===== src/bscs_pkg.sv =====
package bscs_pkg;

    // ----------------------------------------------------------------
    // Register map
    // ----------------------------------------------------------------
    localparam logic [15:0] CLOCK_CONFIG_TWO_OFS = 16'h1c1f;
    localparam logic [15:0] BOOT_SELECT_OFS = 16'h1c34;

    // Field positions
    localparam int BOOT_CODE_LSB = 5;
    localparam int BOOT_FREQ_LSB = 9;
    localparam int CLK_PIN_BIT = 2;
    localparam int SYSCLK_BIT = 0;

    // Reset values
    localparam logic SYSCLK_RST = 1'b0;
    localparam logic [3:0] BOOT_CODE_RST = 4'h0;
    localparam logic [1:0] BOOT_FREQ_RST = 2'h0;

    // Frequency straps settle by the tenth edge after release
    localparam logic [3:0] FREQ_CAPTURE_CNT = 4'h9;

    // ----------------------------------------------------------------
    // Boot codes
    // ----------------------------------------------------------------
    localparam logic [3:0] CODE_NOR = 4'h0;
    localparam logic [3:0] CODE_NAND = 4'h1;
    localparam logic [3:0] CODE_UART_LO = 4'h2;
    localparam logic [3:0] CODE_UART_MID = 4'h3;
    localparam logic [3:0] CODE_UART_HI = 4'h4;
    localparam logic [3:0] CODE_SPI_SLOW = 4'h5;
    localparam logic [3:0] CODE_SPI_FAST = 4'h6;
    localparam logic [3:0] CODE_POLL_SERIAL = 4'h7;
    localparam logic [3:0] CODE_I2C = 4'h8;
    localparam logic [3:0] CODE_CARD0 = 4'h9;
    localparam logic [3:0] CODE_CARD1 = 4'ha;
    localparam logic [3:0] CODE_POLL_CARDS = 4'hb;
    localparam logic [3:0] CODE_HOST = 4'hc;
    localparam logic [3:0] CODE_MCSER_SLOW = 4'hd;
    localparam logic [3:0] CODE_MCSER_FAST = 4'he;
    localparam logic [3:0] CODE_USB = 4'hf;

    // Boot source chosen by the loader
    typedef enum logic [3:0] {
        SRC_NOR = 4'h0,
        SRC_NAND = 4'h1,
        SRC_UART = 4'h2,
        SRC_SPI = 4'h3,
        SRC_POLL = 4'h4,
        SRC_I2C = 4'h5,
        SRC_CARD = 4'h6,
        SRC_HOST = 4'h7,
        SRC_MCSER = 4'h8,
        SRC_USB = 4'h9
    } bscs_src_e;

    // Rate index: UART 0..2 = 9600/57600/115200 baud,
    // SPI 0..1 = below 1/10 MHz, serial port 0..1 = 10/40 MHz.
    // Poll order: NOR, NAND, SPI, I2C, card 0, then slot, UART/USB.
    typedef struct packed {
        bscs_src_e src;
        logic synth_x3;     // Clock generator at input x 3
        logic [1:0] rate;
        logic addr24;       // 24-bit addressing available
        logic addr16;       // 16-bit addressing available
        logic card_unit;    // Card controller 1 (or card in poll slot)
    } bscs_cfg_s;

    // Register port request
    typedef struct packed {
        logic [15:0] addr;
        logic [15:0] wdata;
        logic wr;
        logic rd;
    } bscs_req_s;

endpackage


===== src/bscs_regs.sv =====
// Design decision made here: the strobed register port.
`timescale 1ns/1ns

module bscs_regs (
    // Clock and reset
    input wire logic clk,
    input wire logic resetn,
    // Register port
    input wire bscs_pkg::bscs_req_s bus_req,
    output logic [15:0] rdata,
    // Strap and select pins
    input wire logic [3:0] ext_addr_strap_pins,
    input wire logic [3:0] gpio_strap_pins,
    input wire logic [1:0] freq_strap_pins,
    input wire logic strap_from_gpio,
    input wire logic clock_source_pin_state,
    input wire logic card_command_line,
    // Decoded boot setup
    output bscs_pkg::bscs_cfg_s boot_cfg,
    output logic system_clock_source_bit,
    output logic card_probe_hold
);

    // ----------------------------------------------------------------
    // Boot code decode
    // ----------------------------------------------------------------
    // Used only for the registered boot setup
    function automatic bscs_pkg::bscs_cfg_s decode_code(input logic [3:0] code);
        bscs_pkg::bscs_cfg_s c;
        c = '0;
        c.src = bscs_pkg::SRC_NOR;
        case (code)
            bscs_pkg::CODE_NOR: begin
                c.addr16 = 1'b1;
            end
            bscs_pkg::CODE_NAND: begin
                c.src = bscs_pkg::SRC_NAND;
            end
            bscs_pkg::CODE_UART_LO, bscs_pkg::CODE_UART_MID,
            bscs_pkg::CODE_UART_HI: begin
                c.src = bscs_pkg::SRC_UART;
                c.synth_x3 = 1'b1;
                c.rate = 2'(code - bscs_pkg::CODE_UART_LO);
            end
            bscs_pkg::CODE_SPI_SLOW, bscs_pkg::CODE_SPI_FAST: begin
                c.src = bscs_pkg::SRC_SPI;
                c.synth_x3 = 1'b1;
                c.addr16 = 1'b1;
                c.addr24 = 1'b1;
                c.rate = 2'(code - bscs_pkg::CODE_SPI_SLOW);
            end
            bscs_pkg::CODE_POLL_SERIAL: begin
                c.src = bscs_pkg::SRC_POLL;
            end
            bscs_pkg::CODE_I2C: begin
                c.src = bscs_pkg::SRC_I2C;
                c.addr16 = 1'b1;
            end
            bscs_pkg::CODE_CARD0, bscs_pkg::CODE_CARD1: begin
                c.src = bscs_pkg::SRC_CARD;
                c.card_unit = code[1];
            end
            bscs_pkg::CODE_POLL_CARDS: begin
                c.src = bscs_pkg::SRC_POLL;
                c.card_unit = 1'b1;
            end
            bscs_pkg::CODE_HOST: begin
                c.src = bscs_pkg::SRC_HOST;
                c.synth_x3 = 1'b1;
                c.addr16 = 1'b1;
            end
            bscs_pkg::CODE_MCSER_SLOW, bscs_pkg::CODE_MCSER_FAST: begin
                c.src = bscs_pkg::SRC_MCSER;
                c.addr24 = 1'b1;
                c.rate = 2'(code - bscs_pkg::CODE_MCSER_SLOW);
            end
            default: begin
                c.src = bscs_pkg::SRC_USB;
                c.synth_x3 = 1'b1;
            end
        endcase
        return c;
    endfunction

    // ----------------------------------------------------------------
    // State
    // ----------------------------------------------------------------
    logic released_reg, released_next;
    logic [3:0] edge_cnt_reg, edge_cnt_next;
    logic [3:0] boot_code_reg, boot_code_next;
    logic [1:0] boot_freq_reg, boot_freq_next;
    bscs_pkg::bscs_cfg_s cfg_reg, cfg_next;
    logic sysclk_reg, sysclk_next;
    logic [15:0] rdata_reg, rdata_next;
    logic hold_reg, hold_next;
    logic [3:0] strap_mux;
    logic hit_ccr, hit_boot;

    assign strap_mux = strap_from_gpio ? gpio_strap_pins : ext_addr_strap_pins;
    assign hit_ccr = bus_req.addr == bscs_pkg::CLOCK_CONFIG_TWO_OFS;
    assign hit_boot = bus_req.addr == bscs_pkg::BOOT_SELECT_OFS;

    // ----------------------------------------------------------------
    // Strap capture after reset release
    // ----------------------------------------------------------------
    // Reset is asynchronous, so the pins are sampled by a clocked edge
    // after release rather than by the reset itself.
    always_comb begin
        released_next = 1'b1;
        edge_cnt_next = edge_cnt_reg;
        boot_code_next = boot_code_reg;
        boot_freq_next = boot_freq_reg;
        if (!released_reg) begin
            boot_code_next = strap_mux;
        end
        if (edge_cnt_reg != 4'hf) begin
            edge_cnt_next = edge_cnt_reg + 4'h1;
        end
        if (edge_cnt_reg == bscs_pkg::FREQ_CAPTURE_CNT) begin
            boot_freq_next = freq_strap_pins;
        end
    end

    always_ff @(posedge clk or negedge resetn) begin
        if (!resetn) begin
            released_reg <= 1'b0;
            edge_cnt_reg <= 4'h0;
            boot_code_reg <= bscs_pkg::BOOT_CODE_RST;
            boot_freq_reg <= bscs_pkg::BOOT_FREQ_RST;
        end else begin
            released_reg <= released_next;
            edge_cnt_reg <= edge_cnt_next;
            boot_code_reg <= boot_code_next;
            boot_freq_reg <= boot_freq_next;
        end
    end

    // ----------------------------------------------------------------
    // Boot setup and card probing
    // ----------------------------------------------------------------
    // Decode one cycle behind the code so the output is a flop
    always_comb begin
        cfg_next = decode_code(boot_code_reg);
        // Probe holds while a card is in play and its command line is low
        hold_next = (cfg_reg.src == bscs_pkg::SRC_CARD ||
                     cfg_reg.src == bscs_pkg::SRC_POLL) && !card_command_line;
    end

    // Registered so boot_cfg never shows a decode glitch
    always_ff @(posedge clk or negedge resetn) begin
        if (!resetn) begin
            cfg_reg <= '0;
            hold_reg <= 1'b0;
        end else begin
            cfg_reg <= cfg_next;
            hold_reg <= hold_next;
        end
    end

    // ----------------------------------------------------------------
    // Register access
    // ----------------------------------------------------------------
    // Only the clock source bit is stored; reserved write bits are dropped
    always_comb begin
        sysclk_next = sysclk_reg;
        rdata_next = 16'h0000;
        if (bus_req.wr && hit_ccr) begin
            sysclk_next = bus_req.wdata[bscs_pkg::SYSCLK_BIT];
        end
        if (bus_req.rd && hit_ccr) begin
            rdata_next[bscs_pkg::CLK_PIN_BIT] = clock_source_pin_state;
            rdata_next[bscs_pkg::SYSCLK_BIT] = sysclk_reg;
        end else if (bus_req.rd && hit_boot) begin
            rdata_next[bscs_pkg::BOOT_CODE_LSB +: 4] = boot_code_reg;
            rdata_next[bscs_pkg::BOOT_FREQ_LSB +: 2] = boot_freq_reg;
        end
    end

    always_ff @(posedge clk or negedge resetn) begin
        if (!resetn) begin
            sysclk_reg <= bscs_pkg::SYSCLK_RST;
            rdata_reg <= 16'h0000;
        end else begin
            sysclk_reg <= sysclk_next;
            rdata_reg <= rdata_next;
        end
    end

    // Outputs straight from flops
    assign rdata = rdata_reg;
    assign boot_cfg = cfg_reg;
    assign system_clock_source_bit = sysclk_reg;
    assign card_probe_hold = hold_reg;
endmodule


===== config.mk =====
export PLATFORM = sky130hd
export DESIGN_NAME = bscs_regs
export DESIGN_NICKNAME = d
export VERILOG_FILES = /design/src/bscs_pkg.sv /design/src/bscs_regs.sv
export SDC_FILE = /design/constraint.sdc
export NUM_CORES = 1
export LEC_CHECK = 0
export BUFFER_PORTS_ARGS = -buffer_cell sky130_fd_sc_hd__buf_4
export CAP_MARGIN = 20
export CORE_ASPECT_RATIO = 0.8
export CORE_MARGIN = 1.5
export CORE_UTILIZATION = 40
export CTS_BUF_LIST = sky130_fd_sc_hd__clkbuf_8
export DETAILED_ROUTE_END_ITERATION = 7
export PLACE_DENSITY = 0.8
export SLEW_MARGIN = 5
export SYNTH_ARGS = -nofsm -noshare
export SYNTH_HDL_FRONTEND = slang
export SYNTH_SLANG_ARGS = --single-unit

===== constraint.sdc =====
create_clock -name clk -period 2.05 [get_ports clk]
set_input_delay 0.41 -clock clk [delete_from_list [all_inputs] [get_ports clk]]
set_output_delay 0.41 -clock clk [all_outputs]
set_load 0.01 [all_outputs]

==> impl_results.md, run 1 <==
- FF-to-FF path depth: 6
- Comb pwr share: 0.194
- CTS Sinks: 31
- I/O pins: 77
- Final Hold Vio Count: 0
- Die H: 58.1 µm
- Mapped Cells: 141
- Status: complete, but fails checks
- Nets: 249
- Failing checks: DRC
- Via count: 1,156
- TNS Setup: 0 ns
- Root Driver: clkbuf_8
- Row cnt: 19
- Pre-antenna DRT Iters: 6
- Initial Util: 0.431
- Ant. Diodes: 0
- First-pass GRT wire length: 4.86 mm
- Critical R2R Capture: boot_cfg[8]
- Skew final: 0.00432 ns
- Slowest cell on the critical path: dfrtp_1
- Uppermost layer routed: met4
- Synth Warn #: 0
- Setup violations, final: 0
- # Post-CTS Setup Buffers: 0
- Clk_lat worst skew: 0.28 ns
- Drt first-iter violations: 38
- Area Growth Syn to Fin: 31.7%
- Post-synth EDFFs: 0
- Post-CTS Hold Buffers: 0
- Hold slack: 0.0489 ns
- Register area share after synthesis: 0.511
- Peak supply drop: 424 µV
- Unique masters post-synth: 35
- Post_cts resized: 0
- Crit path launch type: flop
- Max incr delay on CP: 0.47 ns
- Post-detail-place hpwl: 2.10 mm
- Share of post-route cells with drive strength above 1: 0.371
- Largest net degree at the start of global routing: 32
- Reg2Reg Setup Slack: 0.33 ns
- Tmin final: 1.72 ns
- PortBufs: 53
- Number of global-route vias before repair: 1,106
- Synthesized area: 0.00152 mm²
- Met1 WL: 1.26 mm
- CTS clk-pin slew, worst paths: 0.06 ns
- Worst Path Class, Setup: reg -> reg
- Mean Syn Cell Area: 10.8 µm²
- Clock network power share: 0.324
- Net switching power: 0.384 mW
- Number of synthesized register bits: 31
- Final core utilization: 0.568
- RSZ-0062 raised after global routing: no
- Peak Freq: 581 MHz
- Average wire per standard cell: 11.9 µm
- Slew Viols, Final: 0
- Setup crit end kind: flop
- Max clock buf depth: 2
- Die X: 71.9 µm
- CP required: 2.22 ns
- Total Wirelength: 2.81 mm
- Design internal power: 1.07 mW
- H-Tree Level Count: 2
- # fillers: 327
- Via density per instance: 4.90
- Area of the multi-input gates: 663 µm²
- Total grt overflow: 0
- Gpl congestion: 0.809
- Hold crit path type: in -> async
- WL met3: 215 µm
- Die ar.: 0.00418 mm²
- Global-route usage over all layers: 0.154
- CTS tree: built
- Met2 Wirelength: 1.27 mm
- Residual DRC: 4
- Async set-reset flop share out of synthesis: 1.00
- Antenna violation net count after detailed routing: 0
- Register area: 776 µm²
- Crit path max-delay family: simple AND/OR/NAND/NOR gates
- Switching share of power: 0.263
- Clock buffer count from CTS: 5
- Final period util: 0.839
- Critical path origin: boot_code_reg[1]
- Commonest cells after routing, fill and taps aside: buf_4, dfrtp_1, nor2_1
- Initial antenna violation count: 0
- WP depth: 6
- Core Area: 0.00352 mm²
- Max FFs per register: 10
- CP Cell Sequence: inv_1 > ha_1 > or2_2 > nor2_1 > a21oi_1 > o21ba_2
- Leakage: 1.02 nW
- PwrDens: 729 mW/mm²
- Worst Path Buf+Inv: 1
- Top_reg_cell synth: dfrtp_1
- Seq pwr share: 0.482
- Worst r2r src: boot_code_reg[1]
- Commonest non-fill, non-tap cell in the layout: buf_4
- Critical path arrival: 1.89 ns
- Worst-path maximum fanout: 8
- Max Cap Viol: 0
Yosys cell counts (2+ instances only):
library cell	n	area, µm²
nand3_1	2	10.0
buf_4	8	60.1
and4bb_2	2	25.0
ha_1	6	75.1
nand2b_1	3	18.8
conb_1	2	7.51
nor3_1	4	20.0
a21oi_1	9	45.0
nor2_1	11	41.3
o41ai_1	2	17.5
mux2i_1	4	40.0
clkbuf_1	6	22.5
nand2_1	8	30.0
inv_1	6	22.5
mux2_2	4	45.0
and2_1	9	56.3
o21ai_0	7	35.0
dfrtp_1	31	776
power by group through the flow:
stage / registers, mW / logic, mW / clock network, mW
final: 0.702 / 0.283 / 0.473
after CTS: 0.702 / 0.287 / 0.491
after detailed placement: 0.713 / 0.285 / 0
after global routing: 0.711 / 0.317 / 0.516
after global placement: 0.713 / 0.280 / 0
after floorplan: 0.715 / 0.148 / 0
layer usage:
layer	global-route usage	up-vias
met5	0	-
met4	0.0809	0
met3	0.0435	7
met2	0.238	43
met1	0.198	535
li1	-	571
kinds of logic (layout without fill, tap and decap cells):
group	count (synthesis)	count (layout)	synth area share
AO/OA/AOI/OAI	23	23	0.0923
XOR/XNOR	1	1	0.00577
adder cells (fa/ha/maj)	6	6	0.0495
buffers and inverters	20	66	0.0692
flip-flops	31	31	0.511
multiplexers	8	8	0.0561
other	2	9	0.00495
AND/OR/NAND/NOR	50	50	0.211
worst reg2reg max path: stages (launching register included):
cell and delay [ns]:
dfrtp_1 0.47, inv_1 0.11, ha_1 0.25, or2_2 0.36
nor2_1 0.13, a21oi_1 0.07, o21ba_2 0.22
area by class of cell:
type	count	share of cell area
clock buffer	6	0.0413
clock inverter	1	0.00250
inverter	6	0.0113
multi-input combinational	97	0.332
sequential	31	0.388
tap	42	0.0263
timing repair buffer	53	0.199
worst max path at each step:
stage                   to  slack (ns)
2_1_floorplan  boot_cfg[8]        0.53
3_3_place_gp   boot_cfg[8]        0.39
3_5_place_dp   boot_cfg[8]        0.34
4_1_cts        boot_cfg[8]        0.32
5_1_grt        boot_cfg[8]        0.18
6_report       boot_cfg[8]        0.33
metrics by stage:
stage               instance area (µm²)  total power [mW]  setup WS, ns  cells
finish                             2000              1.46         0.329    236
floorplan                          1540             0.862         0.531    148
global placement                   1910             0.993         0.386    229
global route                       2000              1.54         0.181    236
CTS                                2000              1.48         0.324    236
detailed placement                 1910             0.998         0.342    229
No activity file was read; power rests on OpenSTA's default activity.
==> run 2, diff against run 1 <==
- clock period: 2.05 -> 1.64 ns (I/O delays scaled with it)
==> impl_results.md, run 2 (synthesis gave the netlist of run 1 again) <==
- Status: complete, but fails checks
- Failing checks: DRC
- Average wire per standard cell: 11.6 µm (-2.2%)
- RSZ-0062 raised after global routing: no
- Post-route insts no fill: 246 (+4.2%)
- TNS Setup: 0 ns (unchanged)
- Skew final: 0.00534 ns (+0.00102 ns)
- Drt first-iter violations: 32 (-16%)
- Setup crit end kind: flop
- Max Cap Viol: 0 (unchanged)
- Pre-antenna DRT Iters: 6 (unchanged)
- Hold path startpoint: card_command_line
- Die X: 71.9 µm (unchanged)
- Hold depth: 2
- Slew Viols, Final: 0 (unchanged)
- Post-detail-place hpwl: 2.20 mm (+4.6%)
- Leakage: 1.07 nW (+5.6%)
- Total grt overflow: 0 (unchanged)
- Via density per instance: 4.74 (-3.3%)
- Number of global-route vias before repair: 1,134 (+2.5%)
- Critical path origin: boot_code_reg[0]
- Largest net degree at the start of global routing: 32 (unchanged)
- Initial antenna violation count: 0 (unchanged)
- Peak Freq: 645 MHz (+11%)
- Core Area: 0.00352 mm² (unchanged)
- Gpl congestion: 0.813 (+0.40%)
- CTS tree: built
- Nets: 258 (+3.6%)
- CTS Sinks: 31 (unchanged)
- M3 GR Usage: 0.0661 (+0.0226)
- Area Growth Syn to Fin: 38.4%
- Critical R2R Capture: boot_cfg[8]
- H-Tree Level Count: 2 (unchanged)
- Setup violations, final: 0 (unchanged)
- Tmin final: 1.55 ns (-0.171 ns)
- Peak supply drop: 655 µV (+54%)
- Antenna violation net count after detailed routing: 0 (unchanged)
- FF-to-FF path depth: 6 (unchanged)
- PwrDens: 964 mW/mm² (+32%)
- GRT Max-Usage Layer: met2
- CTS clk-pin slew, worst paths: 0.06 ns (about the same)
- Dpl cells: 235 (+2.6%)
- Commonest non-fill, non-tap cell in the layout: buf_4
- Reg2Reg Setup Slack: 0.09 ns (-0.24 ns)
- Final Hold Vio Count: 0 (unchanged)
- Hold path endpoint: card_probe_hold
- Max FFs per register: 10 (unchanged)
- Row cnt: 19 (unchanged)
- Worst-path maximum fanout: 5 (-3)
- Crit path launch type: flop
- Clk_lat worst skew: 0.28 ns (about the same)
- Total Wirelength: 2.86 mm (+2.0%)
- Die H: 58.1 µm (unchanged)
- I/O pins: 77 (unchanged)
- Initial Util: 0.431 (unchanged)
- First-pass GRT wire length: 4.97 mm (+2.4%)
- Final period util: 0.945 (+0.106)
- Die ar.: 0.00418 mm² (unchanged)
- Ant. Diodes: 0 (unchanged)
- GR Util met1: 0.203 (+0.00581)
- Worst r2r src: boot_code_reg[0]
- Residual DRC: 4 (unchanged)
- Worst Path Class, Setup: reg -> reg
- Via count: 1,165 (+0.78%)
- Grt met2 use: 0.239 (+0.00132)
- Clock buffer count from CTS: 5 (unchanged)
- PortBufs: 53 (unchanged)
- Critical path arrival: 1.72 ns (-0.17 ns)
- CP required: 1.81 ns (-0.41 ns)
- Root Driver: clkbuf_8
- Share of post-route cells with drive strength above 1: 0.402 (+0.0308)
- Max clock buf depth: 2 (unchanged)
- Global-route usage over all layers: 0.157 (+0.00304)
- Commonest cells after routing, fill and taps aside: buf_4, dfrtp_1, nor2_1
- Hold crit path type: in -> reg
run 2: changes by cell type in the layout (fill, tap and decap cells not counted), sizes merged:
cell	previous run	this run
buf	53	61
dlygate4sd3	0	1
bufinv	0	1
run 2: report_power, final:
group / leakage (nW) / switching [mW] / internal, mW
Combinational: 0.630 / 0.179 / 0.214
Clock: 0.0612 / 0.270 / 0.491
Sequential: 0.381 / 0.0464 / 0.826
Total: 1.07 / 0.495 / 1.53
run 2: routing by layer:
layer  wire [µm]  vias to the layer above
li1            -                      588
met1        1360                      531
met2        1260                       43
met3         215                        3
met4          30                        0
met5           0                        -
run 2: metrics by stage:
stage          setup WS (ns)  hold WS, ns  power [mW]   util  area (µm²)
4_1_cts               0.0358        0.186        2.04  0.592        2080
2_1_floorplan          0.121       0.0324        1.08      -        1540
3_5_place_dp          0.0544        0.277        1.27  0.556        1960
6_report              0.0899        0.197        2.03  0.597        2100
3_3_place_gp          0.0965        0.276        1.26  0.556        1960
5_1_grt              0.00399        0.180        2.15  0.597        2100
run 2: how the worst max path moves through the flow:
| stage | cells after the start | end | slack [ns] |
|---|---|---|---|
| final | 6 | boot_cfg[8] | 0.09 |
| after global routing | 6 | boot_cfg[8] | 0.004 |
| after CTS | 6 | boot_cfg[8] | 0.04 |
| after detailed placement | 6 | boot_cfg[8] | 0.05 |
| after global placement | 6 | boot_cfg[8] | 0.1 |
| after floorplan | 6 | boot_cfg[8] | 0.12 |
run 2: area by class of cell:
type	count	area [µm²]
Tap cell	42	52.6
Inverter	6	22.5
Clock inverter	2	35.0
Sequential cell	31	777
Fill cell	298	1420
Multi-Input combinational cell	97	663
Clock buffer	6	82.6
Timing Repair Buffer	62	468
run 2: worst max-delay path, cell delays in order (launching register included):
cell     delay (ns)
dfrtp_1        0.41
inv_1          0.08
ha_1           0.21
or2_2          0.32
nor2_1         0.13
a21oi_1        0.07
o21ba_2        0.22
run 2: what timing repair did:
item	in CTS	in global routing
hold buffers	1	0
hold endpoints to repair	31	0
endpoints found under the setup margin	0	2
gates resized for setup	0	1
buffers inserted	0	2
